`config.mk`:
```
export PLATFORM = sky130hd
export DESIGN_NAME = rfh_top
export DESIGN_NICKNAME = d
export VERILOG_FILES = /design/src/rtl/rfh_pkg.sv /design/src/rtl/rfh_sync.sv /design/src/rtl/rfh_interval.sv /design/src/rtl/rfh_top.sv
export VERILOG_INCLUDE_DIRS = /design/src /design/src/rtl
export SDC_FILE = /design/constraint.sdc
export NUM_CORES = 1
export LEC_CHECK = 0
export BUFFER_PORTS_ARGS = -buffer_cell sky130_fd_sc_hd__buf_2
export CORE_ASPECT_RATIO = 0.6
export CORE_UTILIZATION = 50
export DETAILED_ROUTE_END_ITERATION = 8
export PLACE_DENSITY = 0.8
export RECOVER_POWER = 100
export SYNTH_ARGS = -nofsm -noshare
export SYNTH_HDL_FRONTEND = slang
export SYNTH_HIERARCHICAL = 1
export SYNTH_SLANG_ARGS = --single-unit
```
`constraint.sdc`:
```
create_clock -name core_clk_in -period 5 [get_ports core_clk_in]
set_input_delay 0.25 -clock core_clk_in [delete_from_list [all_inputs] [get_ports core_clk_in]]
set_output_delay 0.25 -clock core_clk_in [all_outputs]
set_load 0.01 [all_outputs]
```
`src/rtl/rfh_map.svh`:
```
// Register offsets, field positions, reset values and timing counts of the refresh block
`ifndef RFH_MAP_SVH
`define RFH_MAP_SVH
`define RFH_OFS_BASE 4'h0
`define RFH_OFS_INTERVAL 4'h2
`define RFH_OFS_CONTROL 4'h4
`define RFH_OFS_ADDRESS 4'h6
`define RFH_EN_BIT 15
`define RFH_CNT_W 9
`define RFH_BASE_W 7
`define RFH_ROW_W 12
`define RFH_BASE_RST 7'h00
`define RFH_INTERVAL_RST 9'h000
`define RFH_ROW_RST 12'h000
`define RFH_REFRESH_CYCLES 3'h4
`endif

```
`src/rtl/rfh_pkg.sv`:
```
// Types shared by the refresh block
package rfh_pkg;
    typedef enum logic [2:0] {
        RFH_IDLE = 3'b000,
        RFH_HELD = 3'b001,
        RFH_WAIT_RELEASE = 3'b010,
        RFH_REFRESH = 3'b011
    } rfh_state_t;

    typedef struct packed {
        logic [3:0] addr;
        logic [15:0] wdata;
        logic wr;
        logic rd;
    } rfh_bus_req_t;

    typedef struct packed {
        logic active;
        logic [19:0] addr;
    } rfh_cycle_t;
endpackage

```
`src/rtl/rfh_sync.sv`:
```
// Two-flop synchroniser for pin inputs
module rfh_sync
    import rfh_pkg::*;
(
    // Clock and reset
    input wire logic core_clk_in,
    input wire logic nrst_in,
    // Data
    input wire logic async_in,
    output logic sync_out
);
    logic meta_ff;
    logic sync_ff;
    always_ff @(posedge core_clk_in or negedge nrst_in) begin
        if (!nrst_in) begin
            meta_ff <= 1'b0;
            sync_ff <= 1'b0;
        end else begin
            meta_ff <= async_in;
            sync_ff <= meta_ff;
        end
    end
    assign sync_out = sync_ff;
endmodule

```
`src/rtl/rfh_interval.sv`:
```
// Refresh interval down-counter
`include "rfh_map.svh"
module rfh_interval
    import rfh_pkg::*;
(
    // Clock and reset
    input wire logic core_clk_in,
    input wire logic nrst_in,
    // Control
    input wire logic enable_in,
    input wire logic [8:0] reload_in,
    // Status
    output logic [8:0] count_out,
    output logic tick_out
);
    logic [8:0] cnt_ff;
    logic [8:0] nxt_cnt;
    logic tick_ff;
    logic nxt_tick;

    always_comb begin
        nxt_cnt = cnt_ff;
        nxt_tick = 1'b0;
        if (!enable_in) begin
            nxt_cnt = 9'h000;
        end else if (cnt_ff <= 9'h001) begin
            nxt_cnt = reload_in;
            nxt_tick = (cnt_ff == 9'h001);
        end else begin
            nxt_cnt = cnt_ff - 9'h001;
        end
    end

    always_ff @(posedge core_clk_in or negedge nrst_in) begin
        if (!nrst_in) begin
            cnt_ff <= 9'h000;
            tick_ff <= 1'b0;
        end else begin
            cnt_ff <= nxt_cnt;
            tick_ff <= nxt_tick;
        end
    end

    assign count_out = cnt_ff;
    assign tick_out = tick_ff;
endmodule

```
`src/rtl/rfh_top.sv`:
```
// Refresh address generation and bus hold arbitration
//
// The implementer's own choices: the strobed register port and the register offsets.
`include "rfh_map.svh"
module rfh_top
    import rfh_pkg::*;
(
    // Clock and reset
    input wire logic core_clk_in,
    input wire logic nrst_in,
    // Register port
    input wire logic [3:0] reg_addr_in,
    input wire logic [15:0] reg_wdata_in,
    input wire logic reg_wr_in,
    input wire logic reg_rd_in,
    output logic [15:0] reg_rdata_out,
    // Bus hold handshake
    input wire logic hold_req_in,
    output logic bus_grant_out,
    // Refresh bus cycle
    output logic refresh_active_out,
    output logic [19:0] refresh_addr_out
);
    rfh_bus_req_t bus_req;
    logic hold_sync;
    logic tick;
    logic [8:0] count;
    logic [3:0] sel;
    logic row_step;

    logic [6:0] base_ff;
    logic [6:0] nxt_base;
    logic [8:0] interval_ff;
    logic [8:0] nxt_interval;
    logic enable_ff;
    logic nxt_enable;
    logic [11:0] row_ff;
    logic [11:0] nxt_row;
    logic [15:0] rdata_ff;
    logic [15:0] nxt_rdata;

    rfh_state_t state_ff;
    rfh_state_t nxt_state;
    logic pend_ff;
    logic nxt_pend;
    logic [2:0] cyc_ff;
    logic [2:0] nxt_cyc;
    logic grant_ff;
    logic nxt_grant;
    rfh_cycle_t cycle_ff;
    rfh_cycle_t nxt_cycle;

    assign bus_req = '{addr: reg_addr_in, wdata: reg_wdata_in, wr: reg_wr_in, rd: reg_rd_in};

    // Full refresh address with bit 0 forced high
    function automatic logic [19:0] rfh_full_addr(input logic [6:0] b, input logic [11:0] r);
        rfh_full_addr = {b, r, 1'b1};
    endfunction

    // One-hot register select from a bus offset
    function automatic logic [3:0] rfh_decode(input logic [3:0] a);
        if (a == `RFH_OFS_BASE) begin
            rfh_decode = 4'h1;
        end else if (a == `RFH_OFS_INTERVAL) begin
            rfh_decode = 4'h2;
        end else if (a == `RFH_OFS_CONTROL) begin
            rfh_decode = 4'h4;
        end else if (a == `RFH_OFS_ADDRESS) begin
            rfh_decode = 4'h8;
        end else begin
            rfh_decode = 4'h0;
        end
    endfunction

    assign sel = rfh_decode(bus_req.addr);
    // Last cycle of a refresh bus cycle
    assign row_step = (state_ff == RFH_REFRESH) && (cyc_ff <= 3'h1);

    rfh_sync u_hold_sync (
        .core_clk_in(core_clk_in),
        .nrst_in(nrst_in),
        .async_in(hold_req_in),
        .sync_out(hold_sync)
    );

    rfh_interval u_interval (
        .core_clk_in(core_clk_in),
        .nrst_in(nrst_in),
        .enable_in(enable_ff),
        .reload_in(interval_ff),
        .count_out(count),
        .tick_out(tick)
    );

    // Register writes and read data
    always_comb begin
        nxt_base = base_ff;
        nxt_interval = interval_ff;
        nxt_enable = enable_ff;
        nxt_rdata = 16'h0000;
        if (bus_req.wr) begin
            if (sel[0]) begin
                nxt_base = bus_req.wdata[6:0];
            end else if (sel[1]) begin
                nxt_interval = bus_req.wdata[8:0];
            end else if (sel[2]) begin
                nxt_enable = bus_req.wdata[`RFH_EN_BIT];
            end
        end
        if (bus_req.rd) begin
            if (sel[0]) begin
                nxt_rdata = {9'h000, base_ff};
            end else if (sel[1]) begin
                nxt_rdata = {7'h00, interval_ff};
            end else if (sel[2]) begin
                // Mirror reads zero as soon as the enable is off
                nxt_rdata = {enable_ff, 6'h00, enable_ff ? count : 9'h000};
            end else if (sel[3]) begin
                nxt_rdata = {3'h0, row_ff, 1'b1};
            end
        end
    end

    always_ff @(posedge core_clk_in or negedge nrst_in) begin
        if (!nrst_in) begin
            base_ff <= `RFH_BASE_RST;
            interval_ff <= `RFH_INTERVAL_RST;
            enable_ff <= 1'b0;
            rdata_ff <= 16'h0000;
        end else begin
            base_ff <= nxt_base;
            interval_ff <= nxt_interval;
            enable_ff <= nxt_enable;
            rdata_ff <= nxt_rdata;
        end
    end

    // Hold arbitration and refresh cycle sequencing
    always_comb begin
        nxt_state = state_ff;
        nxt_pend = (pend_ff | tick) & enable_ff;
        nxt_cyc = cyc_ff;
        nxt_grant = grant_ff;
        nxt_cycle = '{active: 1'b0, addr: cycle_ff.addr};
        case (state_ff)
            RFH_IDLE: begin
                if (nxt_pend) begin
                    nxt_state = RFH_REFRESH;
                    nxt_pend = 1'b0;
                    nxt_cyc = `RFH_REFRESH_CYCLES;
                    nxt_cycle = '{active: 1'b1, addr: rfh_full_addr(base_ff, row_ff)};
                end else if (hold_sync) begin
                    nxt_state = RFH_HELD;
                    nxt_grant = 1'b1;
                end
            end
            RFH_HELD: begin
                if (nxt_pend) begin
                    nxt_state = RFH_WAIT_RELEASE;
                    nxt_grant = 1'b0;
                end else if (!hold_sync) begin
                    nxt_state = RFH_IDLE;
                    nxt_grant = 1'b0;
                end else begin
                    nxt_grant = 1'b1;
                end
            end
            RFH_WAIT_RELEASE: begin
                nxt_grant = 1'b0;
                if (!hold_sync) begin
                    nxt_state = RFH_REFRESH;
                    nxt_pend = tick;
                    nxt_cyc = `RFH_REFRESH_CYCLES;
                    nxt_cycle = '{active: 1'b1, addr: rfh_full_addr(base_ff, row_ff)};
                end
            end
            RFH_REFRESH: begin
                if (cyc_ff > 3'h1) begin
                    nxt_cyc = cyc_ff - 3'h1;
                    nxt_cycle.active = 1'b1;
                end else begin
                    nxt_cyc = 3'h0;
                    if (hold_sync) begin
                        nxt_state = RFH_HELD;
                        nxt_grant = 1'b1;
                    end else begin
                        nxt_state = RFH_IDLE;
                    end
                end
            end
            default: begin
                nxt_state = RFH_IDLE;
                nxt_grant = 1'b0;
            end
        endcase
        if (!enable_ff) begin
            nxt_pend = 1'b0;
        end
    end

    always_ff @(posedge core_clk_in or negedge nrst_in) begin
        if (!nrst_in) begin
            state_ff <= RFH_IDLE;
            pend_ff <= 1'b0;
            cyc_ff <= 3'h0;
            grant_ff <= 1'b0;
            cycle_ff <= '{active: 1'b0, addr: 20'h0_0000};
        end else begin
            state_ff <= nxt_state;
            pend_ff <= nxt_pend;
            cyc_ff <= nxt_cyc;
            grant_ff <= nxt_grant;
            cycle_ff <= nxt_cycle;
        end
    end

    // Row counter advances once per finished refresh, never into the base
    always_comb begin
        nxt_row = row_ff;
        if (row_step) begin
            nxt_row = row_ff + 12'h001;
        end
    end

    always_ff @(posedge core_clk_in or negedge nrst_in) begin
        if (!nrst_in) begin
            row_ff <= `RFH_ROW_RST;
        end else begin
            row_ff <= nxt_row;
        end
    end

    assign reg_rdata_out = rdata_ff;
    assign bus_grant_out = grant_ff;
    assign refresh_active_out = cycle_ff.active;
    assign refresh_addr_out = cycle_ff.addr;
endmodule

```
==> results of run 1 <==
[sequential cells by signal, indices dropped and copies added (netlist names)]
signal / cells
reg_rdata_out: 14
u_hold_sync/meta_ff: 1
pend_ff: 1
cyc_ff: 3
u_hold_sync/sync_out: 1
refresh_addr_out: 20
u_interval/tick_out: 1
u_interval/count_out: 9
interval_ff: 9
state_ff: 2
refresh_active_out: 1
bus_grant_out: 1
row_ff: 12
base_ff: 7
enable_ff: 1
[power by group]
part	switching [mW]	internal, mW
clock	0.246	0.354
sequential	0.125	0.807
combinational	0.362	0.275
total	0.734	1.44
[through the flow]
stage               instance area, µm²  cells
finish                            4380    481
global route                      4380    481
CTS                               4470    481
detailed placement                4200    467
global placement                  4200    467
floorplan                         3900    327
[repair_timing]
| action | in CTS | in global routing |
|---|---|---|
| hold buffers | 1 | 0 |
| hold endpoints to repair | 1 | 0 |
| buffers inserted | 0 | 0 |
[kinds of logic after synthesis]
family	count (synthesis)	synth area share, %
and+or+nand+nor	84	11.9
adders and majority gates	9	2.89
muxes	46	13.1
DFF	83	53.3
buffers and inverters	29	3.76
xor gates and xnor gates	13	2.92
other	1	0.0963
AOI/OAI and AO/OA	61	12.0
[synth_stat cells (7+ instances only)]
library cell  number  share of area, %
nor2_1            11               1.1
clkbuf_1           8              0.77
inv_1             10              0.96
xor2_1             7               1.6
mux2_2            39                11
dfrtp_1           83                53
o21ai_0           12               1.5
a2111oi_0          8               1.8
ha_1               9               2.9
nor2b_1            9               1.4
nor3_1             7              0.90
a21oi_1            7              0.90
mux2i_1            7               1.8
nand3_1           11               1.4
nand2_1           18               1.7
a211oi_1           7               1.3
[how the worst max path moves through the flow]
stage,depth (start not counted),from,slack (ps),to
floorplan,4,u_interval/count_out[3],3130,u_interval/count_out[8]
global placement,6,state_ff[0],2800,refresh_addr_out[19]
detailed placement,6,state_ff[1],2740,refresh_addr_out[18]
CTS,6,state_ff[1],2720,refresh_addr_out[13]
global route,6,state_ff[1],1420,refresh_addr_out[16]
finish,6,state_ff[1],1750,refresh_addr_out[13]
[per-layer routing]
metal  up-vias  global-route usage (%)  share of wire [%]
li1       1277                       -                  -
met1      1308                    31.1                 49
met5         -                       0                  0
met4         0                    8.97                1.8
met2        96                    28.6                 42
met3        11                    7.38                7.1
[final cells by class]
cell class	instances	area [µm²]	share of cell area [%]
flip-flops and latches	83	2080	47.4
multi-input cells	215	1630	37.3
well taps	104	130	2.97
repair buffers	55	234	5.34
clock buffers	11	253	5.77
inverters	11	41.3	0.942
clock inverters	2	13.8	0.314
==> results_dict.tcl, run 1 <==
set metrics [dict create \
    hold_viol 0 \
    fin_crit_sh_pct 65.1 \
    die_h_um 70.4 \
    area_delta_synth_final_pct 12.5 \
    maxCapViolations 2 \
    period_minus_slack_ps 3250 \
    globalRoute.totalOverflow 0 \
    clock_path_buffers 2 \
    nets 409 \
    r2r_start "state_ff[1]" \
    drtPass1Iterations 5 \
    antenna_found_initial 0 \
    fin_util_pct 59.3 \
    fp-row-count 24 \
    syn_area_per_cell_um2 11.9 \
    required_ps 5220 \
    crit_chain "inv_1 > ha_1 > inv_1 > or2_0 > a22oi_1 > mux2_2" \
    routed_via_density 5.60 \
    clk_latency_ps 340 \
    cp_max_fo 20 \
    dp_hpwl_um 5470 \
    num_antenna_cells 0 \
    fin_skew_ps 6.21 \
    grt_first_pass_wirelength_um 12900 \
    final_cell_mix "83 x dfrtp_1, 39 x mux2_2, 37 x clkbuf_1" \
    cp.arrival_ps 3480 \
    drive_gt1_share_pct 19.6 \
    synth_edf_count 0 \
    worstHoldStart "reg_wdata_in[7]" \
    worst_pin_slew_ps 2010 \
    layout_commonest_cell "dfrtp_1" \
    violations "capacitance limit, slew limit" \
    rsz0062_at_grt "false" \
    ir_drop_mv 0.210 \
    ys_types 56 \
    r2r_slack_ps 1750 \
    p_leak_nw 1.97 \
    grt_max_degree 84 \
    synth_ff_type "dfrtp_1" \
    ant_nets 0 \
    crit_top_cell "inv_1" \
    core_um2 7390 \
    cts_sinks 83 \
    drc 0 \
    crit_type "register to register" \
    grt_pass1_vias 2579 \
    initial_core_util_pct 52.7 \
    ctsResizeCount 0 \
    ys_seq_elements 83 \
    totalWireLength_um 7670 \
    drv_slew 105 \
    holdPathStages 2 \
    slowest_delay_ps 1490 \
    outcome "complete, but fails checks" \
    path_buf_inv 2 \
    critPathLaunchType "register" \
    fp.dieW_um 116 \
    path_delay_family "compound AO/OA/AOI/OAI gates" \
    fmaxAchievable_mhz 307 \
    finalSetupViolCount 0 \
    critPathCaptureType "register" \
    first_iter_violations 253 \
    synthCells 326 \
    cts_tree "built" \
    async_flop_share_pct 100 \
    gp_congestion 0.844 \
    die_area_um2 8160 \
    cp_slowest_cell "a22oi_1" \
    setup_slack_ps 1750 \
    hold_path.class "input pin to register" \
    max-slew-margin-rel_pct -34.0 \
    reg2reg_depth 6 \
    p_per_area_nw_per_um2 495 \
    vias 2692 \
    total_power_mw 2.17 \
    finalHoldWorstSlack_ps 147 \
    holdPathEnd "interval_ff[7]" \
    cts.clk_slew.worst_paths_ps 60 \
    wl_per_cell_um 15.9 \
    cts_max_level 3 \
    pin_count 63 \
    nFillCells 651 \
    synth_warnings 6 \
    io_buffer_count 54 \
    cts-root-buf "clkbuf_16" \
    cts-buffers-inserted 9 \
    syn_area_um2 3890 \
    rr_endpoint "refresh_addr_out[13]" \
    post-place-ws_ps 2740 \
    grtUsageTotal_pct 21.4 \
    yosysSeqAreaShare_pct 53.3 \
    tns_ps 0 \
]
(Power assumes the default switching activity.)
==> inputs of run 2 (changes only) <==
--- a/config.mk
+++ b/config.mk
@@ -6,11 +6,12 @@
 export SDC_FILE = /design/constraint.sdc
 export NUM_CORES = 1
 export LEC_CHECK = 0
+export ABC_AREA = 1
 export BUFFER_PORTS_ARGS = -buffer_cell sky130_fd_sc_hd__buf_2
 export CORE_ASPECT_RATIO = 0.6
 export CORE_UTILIZATION = 50
 export DETAILED_ROUTE_END_ITERATION = 8
-export PLACE_DENSITY = 0.8
+export PLACE_DENSITY = 0.79
 export RECOVER_POWER = 100
 export SYNTH_ARGS = -nofsm -noshare
 export SYNTH_HDL_FRONTEND = slang
==> constraint.sdc (replaced) <==
create_clock -name core_clk_in -period 3.26 [get_ports core_clk_in]
set_input_delay 0.163 -clock core_clk_in [delete_from_list [all_inputs] [get_ports core_clk_in]]
set_output_delay 0.163 -clock core_clk_in [all_outputs]
set_load 0.01 [all_outputs]
==> results_dict.tcl, run 2 <==
set metrics [dict create \
    path_delay_family "simple AND/OR/NAND/NOR gates" \
    required_ps 3450 \
    drv_slew 84 \
    routed_via_density 5.15 \
    ys_seq_elements 83 \
    cts-buffers-inserted 9 \
    yosysMostFrequentCell "nand2_1" \
    critPathLaunchType "register" \
    synth_edf_count 0 \
    globalRoute.totalOverflow 0 \
    clock_path_buffers 2 \
    fin_skew_ps 7.19 \
    synthCells 549 \
    cp.arrival_ps 2420 \
    fin_crit_sh_pct 68.2 \
    p_leak_nw 2.48 \
    yosysTopAreaCellShare_pct 48.8 \
    yosysSeqAreaShare_pct 48.8 \
    cts-root-buf "clkbuf_16" \
    grt_first_pass_wirelength_um 16100 \
    post-place-ws_ps 1220 \
    async_flop_share_pct 100 \
    grt_max_degree 84 \
    clk_latency_ps 340 \
    crit_type "register to register" \
    violations "capacitance limit, slew limit" \
    totalWireLength_um 9780 \
    pin_count 63 \
    finalSetupViolCount 0 \
    setup_slack_ps 1040 \
    die_area_um2 8900 \
    num_antenna_cells 0 \
    cp_slowest_cell "dfrtp_1" \
    ys_types 32 \
    ant_nets 0 \
    crit_chain "o21ai_0 > nand2_2 > nand3_2 > nand2_1 > o21ai_0" \
    grt_pass1_vias 3295 \
    nFillCells 750 \
    worst_pin_slew_ps 2020 \
    post-cts-setup-buffer-count 0 \
    initial_core_util_pct 52.7 \
    total_power_mw 3.52 \
    slowest_delay_ps 640 \
    gp_congestion 0.905 \
    wl_per_cell_um 13.7 \
    cts.clk_slew.worst_paths_ps 60 \
    core_um2 8070 \
    maxCapViolations 1 \
    antenna_found_initial 0 \
    layout_commonest_cell "nand2_1" \
    first_iter_violations 348 \
    cts_max_level 3 \
    period_minus_slack_ps 2220 \
    path_buf_inv 0 \
    area_delta_synth_final_pct 12.6 \
    final_cell_mix "163 x nand2_1, 83 x dfrtp_1, 75 x inv_1" \
    vias 3682 \
    dp_hpwl_um 7080 \
    fp.dieW_um 121 \
    syn_area_um2 4260 \
    ys_top_cells_by_area "dfrtp_1 49%, nand2_1 14%, inv_1 6.4%" \
    cp_max_fo 39 \
    hold_path.class "input pin to register" \
    outcome "complete, but fails checks" \
    ir_drop_mv 0.304 \
    synth_warnings 6 \
    tns_ps 0 \
    grtUsageTotal_pct 24.0 \
    drive_gt1_share_pct 7.91 \
    drc 0 \
    fmaxAchievable_mhz 450 \
    cts_sinks 83 \
    crit_top_cell "o21ai_0" \
    largest_reg_flops 20 \
    hold_viol 0 \
    die_h_um 73.5 \
    cts_tree "built" \
    synth_ff_type "dfrtp_1" \
    rsz0062_at_grt "false" \
    yosysTopAreaCell "dfrtp_1" \
    syn_area_per_cell_um2 7.75 \
    fp-row-count 25 \
    nets 637 \
    drtPass1Iterations 5 \
    critPathCaptureType "register" \
    io_buffer_count 54 \
    p_per_area_nw_per_um2 734 \
    synth_common_cells "161 x nand2_1, 83 x dfrtp_1, 73 x inv_1" \
    max-slew-margin-rel_pct -34.9 \
]
## run 2: worst paths after layout
check                                    startpoint                    to  slack, ps  cells past startpoint
max in group asynchronous                   nrst_in        interval_ff[4]       1670                      1
worst max register to register            enable_ff  refresh_addr_out[10]       1040                      5
worst min register to register  u_hold_sync/meta_ff  u_hold_sync/sync_out        350                      0
worst min-delay path                reg_wdata_in[8]        interval_ff[8]         80                      3
min in group asynchronous                   nrst_in         bus_grant_out        380                      1
worst max-delay path                      enable_ff  refresh_addr_out[10]       1040                      5
## run 2: logic make-up (layout without fill, tap and decap cells)
family,Yosys count,count (layout),synth area share [%]
other,1,2,0.0881
xor gates and xnor gates,6,6,1.23
adders and majority gates,9,9,2.65
DFF,83,83,48.8
and+or+nand+nor,291,291,29.9
buffers and inverters,92,149,9.02
AOI/OAI and AO/OA,67,67,8.29
## run 2: worst reg2reg max path: stages, from the launching register on
cell and delay [ps]:
dfrtp_1 640, o21ai_0 380, nand2_2 160, nand3_2 520, nand2_1 270, o21ai_0 110
## run 2: through the flow
stage | std cells | util [%] | hold WS, ps | cell area [µm²]
3_3_place_gp | 699 | 56.8 | 275 | 4580
5_1_grt | 715 | 59.4 | 81.9 | 4790
4_1_cts | 715 | 60.7 | 47.5 | 4900
2_1_floorplan | 550 | - | -133 | 4260
3_5_place_dp | 699 | 56.8 | 272 | 4580
6_report | 715 | 59.4 | 76.5 | 4790
## run 2: per-layer routing
metal	track usage (%)	share of wire, %	vias to the layer above
met4	6.31	0.64	0
met3	6.21	6.7	6
met5	0	0	-
li1	-	-	1813
met1	35.0	51	1746
met2	35.5	42	117
## run 2: power breakdown
part,internal [mW],switching (mW)
Clock,0.668,0.394
Combinational,0.348,0.693
Sequential,1.22,0.192
## run 2: layout make-up
cell class / instances / area, µm² / area share [%]
tap: 108 / 135 / 2.82
sequential: 83 / 2080 / 43.4
clock inverter: 4 / 76.3 / 1.59
clock buffer: 11 / 233 / 4.86
timing repair buffer: 55 / 235 / 4.91
multi-input combinational: 375 / 1740 / 36.3
inverter: 79 / 297 / 6.19
## run 2: what timing repair did
item / in CTS / in global routing
resized for setup: 0 / 0
hold buffers: 1 / 0
hold endpoints to repair: 1 / 0
==> inputs of run 3 (changes only) <==
--- a/config.mk
+++ b/config.mk
@@ -6,12 +6,12 @@
 export SDC_FILE = /design/constraint.sdc
 export NUM_CORES = 1
 export LEC_CHECK = 0
-export ABC_AREA = 1
+export ABC_AREA = 0
 export BUFFER_PORTS_ARGS = -buffer_cell sky130_fd_sc_hd__buf_2
 export CORE_ASPECT_RATIO = 0.6
 export CORE_UTILIZATION = 50
 export DETAILED_ROUTE_END_ITERATION = 8
-export PLACE_DENSITY = 0.79
+export PLACE_DENSITY = 0.83
 export RECOVER_POWER = 100
 export SYNTH_ARGS = -nofsm -noshare
 export SYNTH_HDL_FRONTEND = slang
==> constraint.sdc (replaced) <==
create_clock -name core_clk_in -period 1.8 [get_ports core_clk_in]
set_input_delay 0.09 -clock core_clk_in [delete_from_list [all_inputs] [get_ports core_clk_in]]
set_output_delay 0.09 -clock core_clk_in [all_outputs]
set_load 0.01 [all_outputs]
==> results_dict.tcl, run 3 (synthesis gave the netlist of run 1 again) <==
set metrics [dict create \
    initial_core_util_pct 52.7 \
    critPathLaunchType "register" \
    slowest_delay_ps 430 \
    rr_endpoint "refresh_addr_out[18]" \
    cts-root-buf "clkbuf_16" \
    drc 0 \
    first_iter_violations 216 \
    cts-buffers-inserted 9 \
    cts.clk_slew.worst_paths_ps 60 \
    r2r_start "state_ff[1]" \
    clk_latency_ps 340 \
    r2r_slack_ps -70 \
    drtPass1Iterations 4 \
    dp_hpwl_um 6130 \
    violations "setup timing" \
    path_delay_family "flip-flops" \
    nets 450 \
    fp.dieW_um 116 \
    io_buffer_count 54 \
    layout_commonest_cell "dfrtp_1" \
    numPlacedInstances 489 \
    crit_top_cell "inv_2" \
    hold_path.class "input pin to register" \
    tns_ps -772 \
    period_minus_slack_ps 1870 \
    outcome "complete, but fails checks" \
    p_leak_nw 2.23 \
    area_delta_synth_final_pct 28.8 \
    final_cell_mix "83 x dfrtp_1, 39 x clkbuf_1, 28 x buf_4" \
    crit_chain "inv_2 > ha_4 > inv_2 > or2_4 > a22oi_4 > clkbuf_16 > mux2_2" \
    finalSetupViolCount 21 \
    cts_max_level 3 \
    worst_pin_slew_ps 1080 \
    p_per_area_nw_per_um2 1470 \
    fin_skew_ps 7.40 \
    worstHoldStart "reg_wdata_in[3]" \
    grt_first_pass_wirelength_um 14000 \
    cp_max_fo 5 \
    ant_nets 0 \
    fp-row-count 24 \
    grt_pass1_vias 2794 \
    routed_via_density 5.65 \
    setup_slack_ps -70.7 \
    clock_path_buffers 2 \
    critPathCaptureType "register" \
    total_power_mw 7.39 \
    fin_crit_sh_pct 104 \
    path_buf_inv 3 \
    totalWireLength_um 9370 \
    crit_type "register to register" \
    rsz0062_at_grt "true" \
    required_ps 2020 \
    drive_gt1_share_pct 31.8 \
    cp.arrival_ps 2090 \
    cts_tree "built" \
    holdPathEnd "interval_ff[3]" \
    cts_sinks 83 \
    globalRoute.totalOverflow 0 \
    grt_max_degree 49 \
    die_area_um2 8160 \
    cp_slowest_cell "dfrtp_1" \
    max-slew-margin-rel_pct 27.3 \
    largest_reg_flops 20 \
    die_h_um 70.4 \
    grtUsageTotal_pct 23.1 \
    holdPathStages 2 \
    wl_per_cell_um 17.9 \
    fmaxAchievable_mhz 535 \
    final-instance-count-excl-fill 525 \
    core_um2 7390 \
    ir_drop_mv 0.854 \
    pin_count 63 \
    gp_congestion 0.890 \
    maxCapViolations 0 \
    vias 2965 \
    num_antenna_cells 0 \
    drv_slew 0 \
    hold_viol 0 \
    reg2reg_depth 7 \
    antenna_found_initial 0 \
]
[run 3: cell count changes in the layout (fill, tap and decap cells not counted), moves of 15 or more]
cell     previous run  this run
nand2_1           163        18
o21ai_0            55        11
buf_4               0        28
nor2_1             72        10
mux2_4              0        15
inv_1              75         7
nand3_1            30        11
mux2_2              0        23
[run 3: report_power, final]
group	total (mW)	switching [mW]	internal (mW)
clock	1.99	0.741	1.25
combinational	2.82	1.45	1.37
sequential	2.57	0.334	2.24
[run 3: routing by layer]
layer / global-route usage [%] / part of all wire, %
met5: 0 / 0
met4: 6.70 / 1.3
met3: 7.29 / 5.0
met2: 33.6 / 45
met1: 32.9 / 49
[run 3: layout make-up]
type / instances / area (µm²)
inverter: 11 / 41.3
clock buffer: 10 / 239
multi-input combinational: 215 / 1850
fill: 563 / 2370
timing repair buffer: 96 / 588
clock inverter: 6 / 88.8
sequential: 83 / 2080
tap: 104 / 130
[run 3: worst reg2reg max path, stage by stage, from the launching register on]
cell and delay (ps):
dfrtp_1 430, inv_2 110, ha_4 140, inv_2 40, or2_4 250, a22oi_4 230
clkbuf_16 210, mux2_2 330
[run 3: through the flow]
stage,util (%),setup slack [ps],instance area [µm²],hold slack [ps]
floorplan,-,-4.71,3900,-206
global placement,59.5,-22.1,4390,63.3
detailed placement,59.5,-129,4390,68.0
CTS,65.5,5.38,4840,6.11
global route,67.9,-119,5020,13.0
finish,67.9,-70.7,5020,18.7
[run 3: worst max path at each step]
stage                                         end  slack [ps]  cells after the start               startpoint
after global routing          refresh_addr_out[7]        -120                      7              state_ff[1]
after CTS                    refresh_addr_out[15]           5                      7              state_ff[1]
after floorplan           u_interval/count_out[8]          -5                      4  u_interval/count_out[4]
after detailed placement  u_interval/count_out[6]        -130                      4  u_interval/count_out[4]
after global placement    u_interval/count_out[2]         -20                      4  u_interval/count_out[4]
final                        refresh_addr_out[18]         -70                      7              state_ff[1]
[run 3: what timing repair did]
item,CTS,global route
cloned,0,2
resized for setup,14,38
pin swaps,0,1
endpoints found under the setup margin,30,37
hold endpoints to repair,45,0
hold buffers,9,0
buffers inserted,0,9
